===== src/rtl/lso_defs.vh =====
// Constants for the limit switch output logic
`ifndef LSO_DEFS_VH
`define LSO_DEFS_VH
// =====================================================
// Function selector codes
`define LSO_FUNC_OFF 3'h0
`define LSO_FUNC_ON 3'h1
`define LSO_FUNC_DIAG 3'h2
`define LSO_FUNC_LIMIT 3'h3
`define LSO_FUNC_DOUT 3'h4
// =====================================================
// Diagnostic category codes
`define LSO_DIAG_ALARM 2'h0
`define LSO_DIAG_ALARM_WARN 2'h1
`define LSO_DIAG_WARN 2'h2
// =====================================================
// Digital output source codes
`define LSO_DSRC_OFF 2'h0
`define LSO_DSRC_AD1 2'h1
`define LSO_DSRC_AD2 2'h2
// =====================================================
// Failure mode codes
`define LSO_FAIL_ACTUAL 2'h0
`define LSO_FAIL_OPEN 2'h1
`define LSO_FAIL_CLOSED 2'h2
// =====================================================
// Process variable select: 0 is off
`define LSO_PV_OFF 4'h0
`define LSO_PV_COUNT 11
// =====================================================
// Reset values
`define LSO_THRESH_RST 32'h00000000
// =====================================================
// Timing: delay in tenths of a second
`define LSO_DELAY_MAX_DS 1000
// Clock cycles in one tenth of a second at 250 MHz, kept integer
`define LSO_TICK_CYCLES 25000000
`endif


===== src/rtl/lso_fcmp.v =====
// Signed IEEE-754 single compare: a greater than b
`timescale 1ns/1ps
module lso_fcmp (
  input wire [31:0] a,
  input wire [31:0] b,
  output reg gt
);
  // =====================================================
  // Map float to an order-preserving unsigned key
  function [31:0] lso_key;
    input [31:0] f;
    begin
      if (f[31]) begin
        lso_key = ~f;
      end else begin
        lso_key = f | 32'h80000000;
      end
      // Treat negative zero as positive zero
      if (f[30:0] == 31'h00000000) begin
        lso_key = 32'h80000000;
      end
    end
  endfunction

  // Comparison of the two keys
  always @* begin
    gt = lso_key(a) > lso_key(b);
  end
endmodule


===== src/rtl/lso_switch.v =====
// Switch output decision logic with limit hysteresis and delays
`timescale 1ns/1ps
`include "lso_defs.vh"
module lso_switch #(
  parameter PV_COUNT = `LSO_PV_COUNT,
  parameter TICK_CYCLES = `LSO_TICK_CYCLES,
  parameter DELAY_MAX = `LSO_DELAY_MAX_DS
) (
  input wire ref_clk,
  input wire rst,
  input wire [2:0] func_sel,
  input wire [3:0] pv_sel,
  input wire [32*PV_COUNT-1:0] pv_values,
  input wire [31:0] thresh_on,
  input wire [31:0] thresh_off,
  input wire [9:0] delay_on_ds,
  input wire [9:0] delay_off_ds,
  input wire [1:0] diag_cat,
  input wire alarm_active,
  input wire warning_active,
  input wire [1:0] dout_src,
  input wire adv_diag1_sw,
  input wire adv_diag2_sw,
  input wire [1:0] fail_mode,
  input wire invert,
  output reg switch_closed,
  output reg switch_status
);
  // =====================================================
  // Settings registers (factory defaults on reset)
  reg [2:0] func_q;
  reg [3:0] pv_q;
  reg [31:0] on_q;
  reg [31:0] off_q;
  reg [9:0] don_q;
  reg [9:0] doff_q;
  reg [1:0] cat_q;
  reg [1:0] src_q;
  reg [1:0] fail_q;
  reg inv_q;

  // =====================================================
  // Clamp a delay setting to the settable range
  function [9:0] lso_clamp;
    input [9:0] d;
    begin
      if (d > DELAY_MAX) begin
        lso_clamp = DELAY_MAX[9:0];
      end else begin
        lso_clamp = d;
      end
    end
  endfunction

  // Settings capture; threshold factory value is zero
  always @(posedge ref_clk or posedge rst) begin
    if (rst) begin
      func_q <= `LSO_FUNC_OFF;
      pv_q <= `LSO_PV_OFF;
      on_q <= `LSO_THRESH_RST;
      off_q <= `LSO_THRESH_RST;
      don_q <= 10'h000;
      doff_q <= 10'h000;
      cat_q <= `LSO_DIAG_ALARM;
      src_q <= `LSO_DSRC_OFF;
      fail_q <= `LSO_FAIL_OPEN;
      inv_q <= 1'b0;
    end else begin
      func_q <= func_sel;
      pv_q <= (pv_sel > PV_COUNT) ? `LSO_PV_OFF : pv_sel;
      on_q <= thresh_on;
      off_q <= thresh_off;
      // Clamp delays to the settable range
      don_q <= lso_clamp(delay_on_ds);
      doff_q <= lso_clamp(delay_off_ds);
      cat_q <= diag_cat;
      src_q <= dout_src;
      fail_q <= fail_mode;
      inv_q <= invert;
    end
  end

  // =====================================================
  // Monitored value mux
  reg [31:0] pv_val;
  integer i;
  always @* begin
    pv_val = 32'h00000000;
    for (i = 0; i < PV_COUNT; i = i + 1) begin
      if (pv_q == i + 1) begin
        pv_val = pv_values[32*i +: 32];
      end
    end
  end

  // Comparators
  wire val_gt_on;
  wire on_gt_val;
  wire val_gt_off;
  wire off_gt_val;
  wire on_gt_off;
  lso_fcmp u_c0 (.a(pv_val), .b(on_q), .gt(val_gt_on));
  lso_fcmp u_c1 (.a(on_q), .b(pv_val), .gt(on_gt_val));
  lso_fcmp u_c2 (.a(pv_val), .b(off_q), .gt(val_gt_off));
  lso_fcmp u_c3 (.a(off_q), .b(pv_val), .gt(off_gt_val));
  lso_fcmp u_c4 (.a(on_q), .b(off_q), .gt(on_gt_off));

  // Raw limit requests, before delay
  reg want_close;
  reg want_open;
  always @* begin
    if (on_gt_off) begin
      want_close = val_gt_on;
      want_open = off_gt_val;
    end else begin
      want_close = on_gt_val;
      want_open = val_gt_off;
    end
  end

  // =====================================================
  // Tenth-second tick divider
  localparam TICK_N = (TICK_CYCLES < 1) ? 1 : TICK_CYCLES;
  reg [31:0] div_q;
  reg tick_q;
  always @(posedge ref_clk or posedge rst) begin
    if (rst) begin
      div_q <= 32'h00000000;
      tick_q <= 1'b0;
    end else if (div_q >= TICK_N - 1) begin
      div_q <= 32'h00000000;
      tick_q <= 1'b1;
    end else begin
      div_q <= div_q + 32'h00000001;
      tick_q <= 1'b0;
    end
  end

  // =====================================================
  // Limit state with switch-on and switch-off delays
  reg lim_q;
  reg [9:0] dly_q;
  wire lim_en = (func_q == `LSO_FUNC_LIMIT) && (pv_q != `LSO_PV_OFF);
  wire req_change = lim_q ? (want_open && !want_close) : want_close;
  wire [9:0] dly_target = lim_q ? doff_q : don_q;
  always @(posedge ref_clk or posedge rst) begin
    if (rst) begin
      lim_q <= 1'b0;
      dly_q <= 10'h000;
    end else if (!lim_en) begin
      // Off choice disables monitoring
      lim_q <= 1'b0;
      dly_q <= 10'h000;
    end else if (!req_change) begin
      // Between thresholds hold state
      dly_q <= 10'h000;
    end else if (dly_q >= dly_target) begin
      lim_q <= ~lim_q;
      dly_q <= 10'h000;
    end else if (tick_q) begin
      dly_q <= dly_q + 10'h001;
    end
  end

  // =====================================================
  // Mode selection, failure mode and inversion
  reg diag_evt;
  reg base;
  reg eff;
  always @* begin
    case (cat_q)
      `LSO_DIAG_ALARM: diag_evt = alarm_active;
      `LSO_DIAG_WARN: diag_evt = warning_active;
      `LSO_DIAG_ALARM_WARN: diag_evt = alarm_active | warning_active;
      default: diag_evt = alarm_active;
    endcase
    case (func_q)
      `LSO_FUNC_OFF: base = 1'b0;
      `LSO_FUNC_ON: base = 1'b1;
      `LSO_FUNC_DIAG: base = ~diag_evt;
      `LSO_FUNC_LIMIT: base = lim_q;
      `LSO_FUNC_DOUT: begin
        case (src_q)
          `LSO_DSRC_AD1: base = adv_diag1_sw;
          `LSO_DSRC_AD2: base = adv_diag2_sw;
          default: base = 1'b0;
        endcase
      end
      default: base = 1'b0;
    endcase
    eff = base;
    if (alarm_active) begin
      case (fail_q)
        `LSO_FAIL_OPEN: eff = 1'b0;
        `LSO_FAIL_CLOSED: eff = 1'b1;
        default: eff = base;
      endcase
    end
  end

  // Output register; status mirrors the driven state
  always @(posedge ref_clk or posedge rst) begin
    if (rst) begin
      switch_closed <= 1'b0;
      switch_status <= 1'b0;
    end else begin
      switch_closed <= eff ^ inv_q;
      switch_status <= eff ^ inv_q;
    end
  end
endmodule


===== config.mk =====
export PLATFORM = sky130hd
export DESIGN_NAME = lso_switch
export DESIGN_NICKNAME = d
export VERILOG_FILES = /design/src/rtl/lso_fcmp.v /design/src/rtl/lso_switch.v
export VERILOG_INCLUDE_DIRS = /design/src /design/src/rtl
export SDC_FILE = /design/constraint.sdc
export NUM_CORES = 1
export LEC_CHECK = 0
export BUFFER_PORTS_ARGS = -buffer_cell sky130_fd_sc_hd__buf_2
export CAP_MARGIN = 20
export CORE_UTILIZATION = 25
export CTS_CLUSTER_SIZE = 14
export DETAILED_ROUTE_END_ITERATION = 7
export GPL_ROUTABILITY_DRIVEN = 0
export SKIP_CTS_REPAIR_TIMING = 1
export SLEW_MARGIN = 20
export SYNTH_ARGS = -nofsm -noshare
export SYNTH_HDL_FRONTEND = slang
export SYNTH_HIERARCHICAL = 1
export SYNTH_SLANG_ARGS = --single-unit
export TNS_END_PERCENT = 100

===== constraint.sdc =====
create_clock -name ref_clk -period 12.7 [get_ports ref_clk]
set_clock_uncertainty 0.15 [all_clocks]
set_input_delay 1.27 -clock ref_clk [delete_from_list [all_inputs] [get_ports ref_clk]]
set_output_delay 1.27 -clock ref_clk [all_outputs]
set_load 0.1 [all_outputs]

# After elaboration in Yosys (flattened, before gate mapping)
# Index checks and enable logic that the tools add are counted.
# classes
add_sub_neg,2
n_lt_le_gt_ge,10
n_eq_ne,24
muxes,38
bitwise,7
reduce_logical,8
# op_table
cell,n
two-way mux 32 bit,18
> comparator 32 bit,5
inverter 32 bit,3
zero test 31 bit,3
two-way mux 10 bit,7
adder 32 x 1 -> 32 bit (second input constant),1
greater-or-equal comparator 32 x 25 -> 1 bit (second input constant),1
> comparator 10 bit (second input constant),2
equality test 4 x 3 -> 1 bit (second input constant),4
equality test 4 bit (second input constant),4
adder 10 x 1 -> 10 bit (second input constant),1
greater-or-equal comparator 10 bit,1
equality test 4 x 2 -> 1 bit (second input constant),2
two-way mux 1 bit,8
equality test 2 x 1 -> 1 bit (second input constant),3
equality test 2 bit (second input constant),3
equality test 3 x 2 -> 1 bit (second input constant),2
one-hot mux 1 bit (2 select lines),3
equality test 4 x 1 -> 1 bit (second input constant),1
> comparator 4 bit (second input constant),1
two-way mux 4 bit,1
!= test 2 x 1 -> 1 bit (second input constant),2
!= test 4 x 3 -> 1 bit (second input constant),1
one-hot mux 1 bit (4 select lines),1
9 further kinds,11
# word_totals
ff_bits,143
output_inout_bits,2
wordCells,104

# Depth between registers and ports, before layout
# depth
ltp_word,22
mapped_depth,26
depth_no_buf,20

# Modules after synthesis
# The synthesis kept the hierarchy.
# by_module_without_submodules
mod,n_inst,cells_per_inst,area_per_inst_um2,seq_area_each_um2
lso_fcmp,5,241,1794.2,0.0
lso_switch,1,838,8386.8,3579.7

# Worst setup path before layout
# No wires, ideal clock.
# synth_path
path_kind,input-to-reg
startpoint,input pv_values[83]
endpoint,register dly_q[0]
t_arrival_ps,5590
required_ps,12478
setup_slack_ps,6888
path_stages,21
cell_sequence,mux2_2 -> a221oi_1 -> o31ai_1 -> a22o_1 -> or4_4 -> nor4_4 -> nand4b_4 -> buf_6 -> nand2_2 -> ha_1 -> a21oi_1 -> o21ai_0 -> a221o_1 -> a2111oi_0 -> a21oi_1 -> nor2_1 -> a32oi_1 -> a211o_1 -> a211o_1 -> clkbuf_1 -> nor2_1
# synth_between
elab_chain_cells,19
word_cells_on_any_way,25
# synth_rtl
element,line,text
start: declaration,lso_switch.v:13,"input wire [32*PV_COUNT-1:0] pv_values,"
two-way mux 32 bit (*) (9 in series),lso_switch.v:90,if (pv_q == i + 1) begin
net pv_val[19],lso_switch.v:85,reg [31:0] pv_val;
"parallel branches: the longest is 2 deep, another holds zero test 31 bit",n/a,
two-way mux 32 bit (*),lso_fcmp.v:19,if (f[30:0] == 31'h00000000) begin
> comparator 32 bit (*),lso_fcmp.v:27,gt = lso_key(a) > lso_key(b);
net on_gt_val,lso_switch.v:98,wire on_gt_val;
two-way mux 1 bit (*),lso_switch.v:112,if (on_gt_off) begin
zero test 1 bit,lso_switch.v:144,wire req_change = lim_q ? (want_open && !want_close) : want_close;
logical AND 1 bit,lso_switch.v:144,
two-way mux 1 bit (*),lso_switch.v:144,
two-way mux 10 bit,lso_switch.v:154,end else if (!req_change) begin
two-way mux 10 bit,lso_switch.v:150,end else if (!lim_en) begin
end signal: assignment,lso_switch.v:161,dly_q <= dly_q + 10'h001;
end: declaration,lso_switch.v:142,reg [9:0] dly_q;
# Mark *: on every way through the listed nets, which the timed path passes.
# A chain may end at the register's enable or synchronous reset.

# Worst setup path in the final report
# layout_path
startpoint,register pv_q[0]
endpoint,register dly_q[5]
# layout_between
elab_chain_cells,22
word_cells_on_any_way,40
# layout_rtl
element,line,text
start: declaration,lso_switch.v:32,reg [3:0] pv_q;
start signal: assignment,lso_switch.v:59,pv_q <= `LSO_PV_OFF;
start signal: assignment,lso_switch.v:70,pv_q <= (pv_sel > PV_COUNT) ? `LSO_PV_OFF : pv_sel;
equality test 4 x 1 -> 1 bit,lso_switch.v:90,
two-way mux 32 bit (10 in series),lso_switch.v:90,
two-way mux 32 bit (*),lso_switch.v:90,
net pv_val[19],lso_switch.v:85,
"parallel branches: the longest is 2 deep, another holds zero test 31 bit",n/a,
two-way mux 32 bit (*),lso_fcmp.v:19,
> comparator 32 bit (*),lso_fcmp.v:27,
net on_gt_val,lso_switch.v:98,
two-way mux 1 bit (*),lso_switch.v:112,
zero test 1 bit,lso_switch.v:144,
logical AND 1 bit,lso_switch.v:144,
two-way mux 1 bit (*),lso_switch.v:144,
two-way mux 10 bit,lso_switch.v:154,
two-way mux 10 bit,lso_switch.v:150,
# Marked as above.

==> impl_metrics.env <==
export IMPL_status="finished clean"
export IMPL_fmax_mhz=126.8
export IMPL_floorplan_initialDensity_pct=25.26
export IMPL_numCtsBuffers=17
export IMPL_first_pass_iters=5
export IMPL_rsz0062_at_grt="false"
export IMPL_path_max_fanout=71
export IMPL_slowest_stage="dfrtp_4"
export IMPL_p_per_area_nw_per_um2=95.89
export IMPL_cts_root_buf="clkbuf_16"
export IMPL_dieHeight_um=265.5
export IMPL_routed_wl_um=72630
export IMPL_clockBufferDepth=2
export IMPL_hold_viol_final=0
export IMPL_max_stage_delay_ns=0.96
export IMPL_min_delay_start="inv_q$_DFF_PP0_"
export IMPL_leakagePower_nw=9.471
export IMPL_setup_viol=0
export IMPL_grt_max_degree=92
export IMPL_layout_common_cells="buf_2 (457), nor2_1 (224), xor2_1 (184)"
export IMPL_finalCritPeriodShare_pct=62.09
export IMPL_ys_warn_count=6
export IMPL_worst_pin_slew_ns=1.183
export IMPL_hpwl_um=57920
export IMPL_crit_chain="buf_4, mux2_2, a221oi_1, o31ai_1, a22o_1, or4_4, nor4_4, nand4b_4, and2_1, ha_1, nand4_1, nor4bb_1, o31ai_1, a21oi_1, mux2i_1, nor2b_1, a211o_1, a211o_1, nor2_1"
export IMPL_drv_cap=0
export IMPL_drc=0
export IMPL_num_vias=17200
export IMPL_final_min_clock_period_ns=7.886
export IMPL_die_area_um2=70490
export IMPL_grt_pass1_wl_um=107300
export IMPL_synthArstFlopShare_pct=100.0
export IMPL_htreeDepth=4
export IMPL_die_x_um=265.5
export IMPL_finalMaxSlewViolations=0
export IMPL_crit_arrival_ns=8.13
export IMPL_clock_latency_ns=0.48
export IMPL_fin_nets=3048
export IMPL_rows=96
export IMPL_detail_route_antenna_nets=0
export IMPL_drt_initial_drc_count=1595
export IMPL_end_kind="flip-flop"
export IMPL_portBuffers=457
export IMPL_tritoncts="done"
export IMPL_critPathKind="flip-flop to flip-flop"
export IMPL_synth_edf_count=0
export IMPL_tns_ns=0
export IMPL_critical_path_startpoint="pv_q[0]$_DFF_PP0_"
export IMPL_place_inst=3327
export IMPL_core_area_um2=68710
export IMPL_avgSynthCellArea_um2=8.496
export IMPL_vias_per_cell=5.107
export IMPL_ir_worst_vdd_mv=0.1058
export IMPL_antenna_found_initial=17
export IMPL_routedWlPerCell_um=21.56
export IMPL_track_usage_pct=20.36
export IMPL_final_cells=3369
export IMPL_syn_inst=2043
export IMPL_synth_seq_cells=143
export IMPL_netlist_area_um2=17360
export IMPL_cts_sinks=143
export IMPL_pin_count=458
export IMPL_final_layout_size_suffix_gt1_share_pct=31.51
export IMPL_overflow=0
export IMPL_layout_commonest_cell="buf_2"
export IMPL_slew_headroom_pct=21.11
export IMPL_areaGrowthSynthToFinish_pct=21.27
export IMPL_synth_cell_types=77
export IMPL_seq_area_frac_synth_pct=20.62
export IMPL_start_kind="flip-flop"
export IMPL_rr_startpoint="pv_q[0]$_DFF_PP0_"
export IMPL_synth_ff_type="dfrtp_1"
export IMPL_crit_required_ns=12.94
export IMPL_grt_pass1_vias=16910
export IMPL_path_clk_slew_ns=0.08
export IMPL_hold_path_class="flip-flop to flip-flop"
[sequential cells by signal, summed over array words and instances, names as in the netlist]
| name | flops |
|---|---|
| switch_status | 1 |
| lim_q | 1 |
| don_q | 10 |
| src_q | 2 |
| func_q | 3 |
| fail_q | 2 |
| tick_q | 1 |
| div_q | 32 |
| cat_q | 2 |
| inv_q | 1 |
| off_q | 32 |
| pv_q | 4 |
| doff_q | 10 |
| dly_q | 10 |
| on_q | 32 |
[layer usage]
layer	vias up	part of all wire [%]	global-route usage, %
met4	16	2.9	6.577
li1	8041	-	-
met1	8260	44	26.67
met3	143	7.2	4.823
met5	-	0.15	0
met2	744	46	32.74
[final cells by class]
class	instances	area, um^2
clock inverter	15	190.2
inverter	14	57.56
tap	931	1165
fill	7403	47660
sequential	143	3596
timing repair buffer	488	2520
clock buffer	17	425.4
antenna	10	25.02
multi-input combinational	1751	13070
[final timing paths]
kind	endpoint	slack [ns]	cells past startpoint
min in group asynchronous	doff_q[1]$_DFF_PP0_	0.81	2
hold reg to reg	switch_status$_DFF_PP0_	0.32	1
setup / recovery	dly_q[5]$_DFFE_PP0P_	4.81	19
setup reg to reg	dly_q[5]$_DFFE_PP0P_	4.81	19
hold / removal	switch_status$_DFF_PP0_	0.32	1
max in group asynchronous	on_q[31]$_DFF_PP0_	10.30	3
[cell usage after synthesis, types with 11 or more instances]
library cell | n | share of area [%]
nand3_1 | 43 | 1.2
mux2i_1 | 31 | 1.8
nor4_1 | 71 | 2.6
a221oi_1 | 21 | 1.1
o21ai_1 | 19 | 0.55
nand4_1 | 52 | 1.9
mux2_1 | 43 | 2.8
o22ai_1 | 27 | 0.97
nor2b_1 | 24 | 0.86
nor2_2 | 18 | 0.65
inv_1 | 13 | 0.28
buf_6 | 17 | 1.1
a21oi_1 | 108 | 3.1
nor2_1 | 225 | 4.9
buf_2 | 45 | 1.3
and2_1 | 14 | 0.50
dfrtp_1 | 142 | 20
xnor2_1 | 158 | 8.0
xor2_1 | 184 | 9.3
nand2_2 | 150 | 5.4
a22o_1 | 15 | 0.76
o21ai_0 | 48 | 1.4
o31ai_1 | 23 | 0.99
a21boi_0 | 12 | 0.52
nand2_1 | 80 | 1.7
clkbuf_1 | 74 | 1.6
a22oi_1 | 16 | 0.69
ha_1 | 177 | 13
mux2_2 | 27 | 1.8
and4_1 | 11 | 0.56
[worst max-delay path: cells and delay by family (launching register included)]
| family | cells | cell delay (ns) |
|---|---|---|
| compound gates | 7 | 2.02 |
| flops | 1 | 0.96 |
| fa+ha+maj | 1 | 0.29 |
| simple gates | 8 | 2.74 |
| mux | 2 | 0.61 |
| buf+inv | 1 | 0.87 |
[where the power goes]
| part | internal [mW] | switching, mW |
|---|---|---|
| sequential | 0.473 | 0.0524 |
| clock | 0.283 | 0.239 |
| combinational | 0.415 | 0.556 |
| total | 1.17 | 0.847 |
[cell families (layout without fill, tap and decap cells)]
family,after synthesis,count (layout),share of synthesized area (%)
mux,106,106,6.978
other cells,1,17,0.02160
flops,143,143,20.62
xor+xnor,342,342,17.26
simple gates,751,751,23.97
buf+inv,155,534,4.433
fa+ha+maj,177,177,12.76
compound gates,368,368,13.96
[metrics by stage]
stage / hold WS, ns / util [%] / setup slack [ns] / total power [mW] / instance area [um^2]
floorplan: 0.2704 / - / 6.888 / 1.178 / 17380
global placement: 0.3154 / 29.69 / 4.822 / 1.491 / 20400
detailed placement: 0.3198 / 29.69 / 4.606 / 1.495 / 20400
CTS: 0.3243 / 30.59 / 4.569 / 2.030 / 21020
global route: 0.3379 / 30.62 / 4.315 / 2.163 / 21040
finish: 0.3193 / 30.64 / 4.814 / 2.018 / 21050
(Power assumes the default switching activity.)
